===== src/verilog/fple_defines.svh =====
// Constants for the floating-point lazy exception entry block
// What this block does
// - Divide and square root take 14 cycles
// - In-flight divide completes and writes back through exceptions
// - Lazy mode defers FP push to first FP instruction
// - Lazy saving comes up enabled after reset
// - Handler starts no sooner than 12 cycles after entry
// - Bit 30 at 0xE000EF34; zero forces immediate push
// - Interrupted stack-pointer load is executed again on return
`ifndef FPLE_DEFINES_SVH
`define FPLE_DEFINES_SVH

// ****************************************************************
// Register map
// ****************************************************************
`define FPLE_CTRL_ADDR      32'hE000_EF34
`define FPLE_LAZY_EN_BIT    30
`define FPLE_LAZY_PEND_BIT  0
`define FPLE_LAZY_EN_RESET  1'b1

// ****************************************************************
// Timing counts, in core clock cycles
// ****************************************************************
`define FPLE_DIV_CYCLES     14
`define FPLE_ENTRY_MIN      12

`endif


===== src/verilog/fple_pkg.sv =====
// Types shared by the lazy exception entry block
package fple_pkg;

    // Divide / square-root writeback to register bank and status reg
    typedef struct packed {
        logic        valid;
        logic [4:0]  dest;
        logic [31:0] data;
        logic [4:0]  flags;
    } fple_wb_t;

    // Replay request for an interrupted stack-pointer load
    typedef struct packed {
        logic        valid;
        logic [31:0] addr;
        logic        base_upd;
    } fple_replay_t;

    // Exception sequencing states
    typedef enum logic [2:0] {
        FPLE_IDLE,
        FPLE_ENTRY,
        FPLE_HANDLER,
        FPLE_DRAIN
    } fple_state_t;

endpackage


===== src/verilog/fple_entry.sv =====
// Exception entry sequencer with lazy FP stacking and load replay
`include "fple_defines.svh"

module fple_entry
    import fple_pkg::*;
(
    input  wire logic          i_clk,
    input  wire logic          i_rst,
    // Register port
    input  wire logic [31:0]   i_addr,
    input  wire logic [31:0]   i_wdata,
    input  wire logic          i_wr,
    input  wire logic          i_rd,
    output logic [31:0]        o_rdata,
    // Exception sequencing
    input  wire logic          i_exc_take,
    input  wire logic          i_fp_ctx_active,
    input  wire logic          i_stack_done,
    output logic               o_fp_push,
    input  wire logic          i_fp_push_done,
    output logic               o_handler_go,
    input  wire logic          i_handler_fp_instr,
    output logic               o_fp_stall,
    input  wire logic          i_exc_return,
    output logic               o_return_go,
    // Divide / square root
    input  wire logic          i_div_issue,
    input  wire logic [4:0]    i_div_dest,
    input  wire logic [31:0]   i_div_result,
    input  wire logic [4:0]    i_div_flags,
    output logic               o_div_busy,
    output fple_wb_t           o_wb,
    // Stack-pointer load tracking
    input  wire logic          i_sp_load_issue,
    input  wire logic [31:0]   i_sp_load_addr,
    input  wire logic          i_sp_load_wb,
    input  wire logic          i_sp_load_data_ok,
    output fple_replay_t       o_replay
);

    // ****************************************************************
    // State
    // ****************************************************************
    fple_state_t state;
    logic [3:0]  ent_cnt;
    logic        lazy_en;
    logic        lazy_pending;
    logic        div_done;
    logic [4:0]  div_dest;
    logic        ld_out;
    logic [31:0] ld_addr;
    logic        ld_base_upd;
    logic        restart_pend;
    logic        ctrl_hit;
    logic        take;

    assign ctrl_hit = (i_addr == `FPLE_CTRL_ADDR);
    assign take     = (state == FPLE_IDLE) && i_exc_take;

    // ****************************************************************
    // Divide timer
    // ****************************************************************
    fple_div_timer #(
        .LATENCY (`FPLE_DIV_CYCLES)
    ) u_div (
        .i_clk   (i_clk),
        .i_rst   (i_rst),
        .i_issue (i_div_issue),
        .i_dest  (i_div_dest),
        .o_busy  (o_div_busy),
        .o_done  (div_done),
        .o_dest  (div_dest)
    );

    // Writeback port is separate from stacking so it never waits on it
    always_ff @(posedge i_clk) begin
        if (i_rst) begin
            o_wb <= '0;
        end else begin
            o_wb.valid <= div_done;
            if (div_done) begin
                o_wb.dest  <= div_dest;
                o_wb.data  <= i_div_result;
                o_wb.flags <= i_div_flags;
            end
        end
    end

    // ****************************************************************
    // Control register
    // ****************************************************************
    // Only the enable bit is writable; pending bit is read-only status
    always_ff @(posedge i_clk) begin
        if (i_rst) begin
            lazy_en <= `FPLE_LAZY_EN_RESET;
        end else if (i_wr && ctrl_hit) begin
            lazy_en <= i_wdata[`FPLE_LAZY_EN_BIT];
        end
    end

    // Read data one cycle after the strobe; unmapped reads return zero
    always_ff @(posedge i_clk) begin
        if (i_rst) begin
            o_rdata <= 32'h0000_0000;
        end else if (i_rd && ctrl_hit) begin
            o_rdata <= (32'(lazy_en) << `FPLE_LAZY_EN_BIT)
                     | (32'(lazy_pending) << `FPLE_LAZY_PEND_BIT);
        end else begin
            o_rdata <= 32'h0000_0000;
        end
    end

    // ****************************************************************
    // Exception sequencer
    // ****************************************************************
    // Nested exceptions are not accepted here; the core holds them off
    always_ff @(posedge i_clk) begin
        if (i_rst) begin
            state        <= FPLE_IDLE;
            ent_cnt      <= 4'h0;
            o_handler_go <= 1'b0;
            o_return_go  <= 1'b0;
        end else begin
            o_handler_go <= 1'b0;
            o_return_go  <= 1'b0;
            if (state != FPLE_IDLE && ent_cnt != 4'hF) begin
                ent_cnt <= ent_cnt + 4'h1;
            end
            unique case (state)
                FPLE_IDLE: begin
                    if (i_exc_take) begin
                        state   <= FPLE_ENTRY;
                        ent_cnt <= 4'h1;
                    end
                end
                FPLE_ENTRY: begin
                    // Count holds the cycle number since the take, saturating at 15
                    if (ent_cnt >= 4'(`FPLE_ENTRY_MIN - 1) && i_stack_done
                        && !o_fp_push) begin
                        o_handler_go <= 1'b1;
                        state        <= FPLE_HANDLER;
                    end
                end
                FPLE_HANDLER: begin
                    if (i_exc_return && !o_fp_push) begin
                        state <= FPLE_DRAIN;
                    end
                end
                FPLE_DRAIN: begin
                    // Unstacking waits for a pending divide so it lands
                    if (!o_div_busy && !div_done) begin
                        o_return_go <= 1'b1;
                        state       <= FPLE_IDLE;
                    end
                end
                // Unused codes of the state word fall back to idle
                default: begin
                    state <= FPLE_IDLE;
                end
            endcase
        end
    end

    // ****************************************************************
    // FP context push, eager or lazy
    // ****************************************************************
    // Lazy mode only marks the context; the push is paid on first use
    always_ff @(posedge i_clk) begin
        if (i_rst) begin
            lazy_pending <= 1'b0;
            o_fp_push    <= 1'b0;
            o_fp_stall   <= 1'b0;
        end else begin
            if (take && i_fp_ctx_active) begin
                if (lazy_en) begin
                    lazy_pending <= 1'b1;
                end else begin
                    o_fp_push    <= 1'b1;
                    lazy_pending <= 1'b0; // A stale mark must not survive an eager entry
                end
            end else if (state == FPLE_HANDLER && lazy_pending
                         && i_handler_fp_instr && !o_fp_push) begin
                o_fp_push  <= 1'b1;
                o_fp_stall <= 1'b1;
            end else if (o_fp_push && i_fp_push_done) begin
                o_fp_push    <= 1'b0;
                o_fp_stall   <= 1'b0;
                lazy_pending <= 1'b0;
            end else if (o_return_go) begin
                lazy_pending <= 1'b0;
            end
        end
    end

    // ****************************************************************
    // Stack-pointer load replay
    // ****************************************************************
    // Base register was already written at issue, so replay skips it
    always_ff @(posedge i_clk) begin
        if (i_rst) begin
            ld_out       <= 1'b0;
            ld_addr      <= 32'h0000_0000;
            ld_base_upd  <= 1'b0;
            restart_pend <= 1'b0;
            o_replay     <= '0;
        end else begin
            o_replay.valid <= 1'b0;
            if (i_sp_load_issue) begin
                ld_out      <= 1'b1;
                ld_addr     <= i_sp_load_addr;
                ld_base_upd <= i_sp_load_wb;
            end else if (i_sp_load_data_ok) begin
                ld_out <= 1'b0;
            end
            if (take && ld_out && !i_sp_load_data_ok) begin
                restart_pend <= 1'b1;
                ld_out       <= 1'b0;
            end
            if (state == FPLE_DRAIN && !o_div_busy && !div_done) begin
                restart_pend      <= 1'b0;
                o_replay.valid    <= restart_pend;
                o_replay.addr     <= restart_pend ? ld_addr : 32'h0000_0000; // Payload only with a replay
                o_replay.base_upd <= 1'b0;
            end
        end
    end
endmodule


===== src/verilog/fple_div_timer.sv =====
// Fixed-latency tracker for divide and square-root operations
`include "fple_defines.svh"

module fple_div_timer #(
    parameter int LATENCY = `FPLE_DIV_CYCLES
) (
    input  wire logic       i_clk,
    input  wire logic       i_rst,
    input  wire logic       i_issue,
    input  wire logic [4:0] i_dest,
    output logic            o_busy,
    output logic            o_done,
    output logic [4:0]      o_dest
);

    logic [4:0] cnt;

    // Counts from issue; exceptions have no input here, so nothing aborts it
    always_ff @(posedge i_clk) begin
        if (i_rst) begin
            cnt    <= 5'h0_0;
            o_busy <= 1'b0;
            o_done <= 1'b0;
            o_dest <= 5'h0_0;
        end else begin
            o_done <= 1'b0;
            if (i_issue && !o_busy) begin
                cnt    <= 5'h0_1;
                o_busy <= 1'b1;
                o_dest <= i_dest;
            end else if (o_busy) begin
                if (cnt == 5'(LATENCY - 1)) begin
                    o_busy <= 1'b0;
                    o_done <= 1'b1;
                end
                cnt <= cnt + 5'h0_1;
            end
        end
    end
endmodule


===== config.mk =====
export PLATFORM = sky130hd
export DESIGN_NAME = fple_entry
export DESIGN_NICKNAME = d
export VERILOG_FILES = /design/src/verilog/fple_pkg.sv /design/src/verilog/fple_entry.sv /design/src/verilog/fple_div_timer.sv
export VERILOG_INCLUDE_DIRS = /design/src /design/src/verilog
export SDC_FILE = /design/constraint.sdc
export NUM_CORES = 1
export LEC_CHECK = 0
export ABC_AREA = 0
export BUFFER_PORTS_ARGS = -buffer_cell sky130_fd_sc_hd__buf_2
export CORE_ASPECT_RATIO = 2
export CORE_UTILIZATION = 41
export CTS_BUF_LIST = sky130_fd_sc_hd__clkbuf_4 sky130_fd_sc_hd__clkbuf_8 sky130_fd_sc_hd__clkbuf_16
export CTS_CLUSTER_DIAMETER = 100
export DETAILED_ROUTE_END_ITERATION = 6
export PLACE_DENSITY = 0.77
export SETUP_SLACK_MARGIN = 0.1
export SKIP_LAST_GASP = 1
export SLEW_MARGIN = 20
export SYNTH_ARGS = -nofsm -noshare
export SYNTH_HDL_FRONTEND = slang
export SYNTH_SLANG_ARGS = --single-unit
export TNS_END_PERCENT = 5

===== constraint.sdc =====
create_clock -name i_clk -period 1.69 [get_ports i_clk]
set_input_delay 0.507 -clock i_clk [delete_from_list [all_inputs] [get_ports i_clk]]
set_output_delay 0.507 -clock i_clk [all_outputs]
set_load 0.01 [all_outputs]

Yosys cells after proc, flatten, opt, wreduce, memory -nomap -nowiden --
Cells that the tools add are included.
Word-level totals: flip-flop bits (word level) 167, output and inout bits 114
Operators by class: magnitude comparators 1, bitwise operators 7, mux-type cells 28, add/subtract/negate cells 2, eq/ne operators 12, reductions and logical operators 41
Operators by type and width (number):
- $eq A32 B32 Y1 const B | 1
- $mux W32 | 1
- $or A31 B1 Y31 | 1
- $mux W1 | 19
- $logic_and A1 B1 Y1 | 18
- $reduce_or A2 Y1 | 7
- $mux W3 | 4
- $mux W4 | 3
- $ne A2 B2 Y1 const B | 6
- $pmux W3 S4 | 1
- $reduce_bool A3 Y1 | 3
- $eq A3 B2 Y1 const B | 2
- $not A1 Y1 | 6
- $reduce_and A2 Y1 | 3
- $reduce_bool A2 Y1 | 3
- $add A5 B1 Y5 const B | 1
- $eq A5 B4 Y1 const B | 1
- $add A4 B1 Y4 const B | 1
- $ge A4 B4 Y1 const B | 1
- $logic_not A1 Y1 | 4
- $ne A4 B4 Y1 const B | 1
- $reduce_and A4 Y1 | 1
- $eq A3 B1 Y1 const B | 1
- $logic_not A3 Y1 | 1
- $reduce_or A3 Y1 | 1

Longest topological paths before layout --
depth in word-level cells 6, mapped depth 7

Cells and area by module --
From an unflattened synthesis, not the netlist that was laid out.
Unflattened totals: cells, all modules 491, area, all modules 5177.5 um2
By module, submodules not included:
- fple_entry | cells an instance 438, times used 1, area an instance 4684.5 um2
- fple_div_timer | cells an instance 53, times used 1, area an instance 493.0 um2

Worst setup path before layout --
No wires, ideal clock.
path kind input port to flip-flop, start input port i_addr[15], end register lazy_en, data arrival time 1.697 ns, setup time 0.120 ns, cell stages on the path 4, setup slack -0.127 ns, data required time 1.570 ns, path buffers 0, path through nand4_1 > or4b_4 > or4_4 > mux2i_1
Between the ends: word-level cells in the longest chain between the ends 2
Ends and longest elaborated chain:
- start: declaration | RTL line fple_entry.sv:10 | input wire logic [31:0] i_addr,
- $eq A32 B32 Y1 (no line)
- $logic_and A1 B1 Y1 | RTL line fple_entry.sv:96 | end else if (i_wr && ctrl_hit) begin
- end signal: assignment | RTL line fple_entry.sv:95 | lazy_en <= `FPLE_LAZY_EN_RESET;
- end signal: assignment | RTL line fple_entry.sv:97 | lazy_en <= i_wdata[`FPLE_LAZY_EN_BIT];
- end: declaration | RTL line fple_entry.sv:46 | logic lazy_en;
No other way between the ends. A chain may end at the register's enable or synchronous reset.

Worst setup path after layout --
start register o_fp_push, end output port o_fp_push
RTL lines:
- start: declaration | RTL line fple_entry.sv:19 | output logic o_fp_push,
- start signal: assignment | RTL line fple_entry.sv:171 | o_fp_push <= 1'b0;
- start signal: assignment | RTL line fple_entry.sv:178 | o_fp_push <= 1'b1;
- start signal: assignment | RTL line fple_entry.sv:183 | o_fp_push <= 1'b1;
No word-level cell between the ends.

==> qor.yml <==
placed_design:
  dp_hpwl_um: 9270
  placedCellCount: 821
  pre_cts_slack_ps: -417
  placed_cell_area_um2: 6220
  gp_routability_congestion: 0.771
  place.port_buffers: 202
finish:
  final_core_area_utilization_pct: 56.6
  design.final.nets: 854
  final_cell_area_um2: 6860
  final_cell_count_no_fill: 857
  layout-area-overhead-vs-synth_pct: 34.1
  number_of_fill_cells: 1093
  final_layout_size_suffix_gt1_share_pct: 37.3
worst_setup_path:
  crit_family: "flip-flops"
  worst-path-buf-inv: 1
  critical_path.slowest_cell: "dfxtp_1"
  crit_path_cell_trace: "buf_2"
  setup.worst_path.end_class: "output pin"
  worst-path-max-fanout: 9
  cp_data_required_time_ps: 1180
  cpPeakStageDelay_ps: 520
  crit_arrival_ps: 1120
  startpoint_type: "register"
  setup.worst_path.class: "reg -> out"
logic_synthesis:
  syn_area_um2: 5120
  synth.avg_cell_area_um2: 10.5
  synthTopCellsByCount: "136 x dfxtp_1, 91 x nor2_1, 81 x mux2i_1, 32 x a22o_1, 31 x buf_4"
  synth.most_common_cell: "dfxtp_1"
  synthesized_instance_count: 487
  top_area_cells_in_the_synthesized_netlist: "dfxtp_1 53%, mux2i_1 16%, nor2_1 6.7%"
  async_flop_share_pct: 0
  synth-seq-cells: 136
  synth.largest_area_cell: "dfxtp_1"
  yosys_most_used_dff: "dfxtp_1"
  synth.distinct_cells: 38
  synth_largest_type_area_fraction_pct: 53.2
  synth-edff-count: 0
  synth_sequential_area_ratio_pct: 53.2
  synth.yosys.warnings: 0
sta:
  timing.final.hold_violations: 0
  post_route_setup_slack_ps: 59.0
  min_period_over_period_pct: 96.5
  final-max-slew-violation-count: 0
  rsz0062_at_grt: "yes"
  worst_slew_pin_slew_ps: 690
  timing.max_slew.rel_slack_pct: 54.0
  final-setup-viol-count: 0
  finClkSkew_ps: 9.53
  finalWorstPathRequiredPeriod_ps: 1630
  timing.fmax_ghz: 0.613
detailed_routing:
  drt_pre_antenna_iters: 4
  first_iter_violations: 103
  vias: 4343
  via_per_inst: 5.07
  detail-route-antenna-nets: 0
  remaining_drc_errors: 0
  routed_wire_length_um: 13000
  detail_route.wl_per_cell_um: 15.1
run:
  timing.max_cap.violations: 0
power:
  vdd.ir_drop.worst_uv: 949
  design_power_total_uw: 7930
  p_leak_uw: 0.00324
  power.density_nw_per_um2: 1160
global_route:
  antenna_violations_before_repair: 2
  first_global_vias: 4496
  globalRouteOverflowTotal: 0
  first_pass_grt_wire_length_um: 20800
  grt_max_degree: 44
  track_usage_pct: 20.9
die:
  fp.dieArea_um2: 13000
  die_width_um: 81
  io_pins: 266
  dieHeight_um: 160
  floorplan.core_area_um2: 12100
  initial_core_util_pct: 42.2
  rows: 57
clock_network:
  cts-htree-levels: 4
  numCtsBuffers: 17
  post_cts_hold_buffer_count: 0
  tritoncts: "yes"
  worstSkewPairLatency_ps: 410
  max-clock-path-buffers: 2
  clock-root-buffer: "clkbuf_16"
  cts.clk_slew.worst_paths_ps: 60
  numClockSinks: 136
status:
  status: "completed"
min_path:
  holdCritPathClass: "in -> reg"
## flip-flops by register name, indices dropped and copies added, names as in the netlist
name,flops
o_handler_go,1
o_fp_push,1
o_rdata,2
o_return_go,1
ld_out,1
u_div.o_done,1
restart_pend,1
o_fp_stall,1
state,2
u_div.o_busy,1
lazy_en,1
o_replay,33
o_wb,43
u_div.cnt,5
lazy_pending,1
ld_addr,32
u_div.o_dest,5
ent_cnt,4
## layer usage
layer	track usage, %	wire length (um)	vias up
met3	5.20	732	33
met5	0	0	-
met4	13.7	499	0
met1	20.6	4650	2055
li1	-	-	2055
met2	37.1	7090	200
## what timing repair did
item	4_1_cts	5_1_grt
endpoints found under the hold margin	0	0
resized for setup	3	4
pin swaps	0	1
setup buffers	0	2
setup endpoints to repair	39	40
## cells in the final DEF (no fill, tap or decap), types with 5 or more instances in the layout
cell / instances
a22o_1: 32
clkbuf_16: 17
nand2_1: 5
inv_1: 6
nor2_1: 91
dfxtp_1: 134
buf_4: 17
buf_2: 201
nand4_1: 7
ha_1: 6
nor3_1: 6
conb_1: 31
mux2i_1: 81
a21oi_1: 7
## where the power goes
group          switching, uW  leakage [uW]  internal [uW]
combinational            472       0.00186            418
clock                   1410      0.000281           2220
sequential              92.6       0.00111           3320
## path summary, 6_finish.rpt
path	end	cells after the start	slack, ps	from
min reg2reg	restart_pend	1	450	restart_pend
max reg2reg	o_replay[5]	6	130	state[0]
min	ld_addr[2]	3	330	i_sp_load_addr[2]
max	o_fp_push	1	60	o_fp_push
## cells by family after synthesis
logic type / share of synthesized area (%)
AND/OR/NAND/NOR: 12.3
adder cells (fa/ha/maj): 1.71
multiplexers: 15.8
AO/OA/AOI/OAI: 8.61
buffers and inverters: 7.55
other: 0.0733
XOR/XNOR: 0.685
flip-flops: 53.2
## layout make-up
cell class,count,area (um^2),area share (%)
Clock buffer,19,440,6.42
Multi-Input combinational cell,313,2160,31.5
Tap cell,147,184,2.68
Timing Repair Buffer,220,1170,17.1
Clock inverter,13,145,2.12
Inverter,7,27.5,0.401
Antenna cell,2,5.00,0.0730
Sequential cell,136,2730,39.7
## stage by stage
stage	TNS (ps)	hold WS, ps
detailed placement	-2630	445
CTS	0	320
floorplan	-127	432
global route	0	336
global placement	-2510	441
finish	0	332
(Power assumes the default switching activity.)
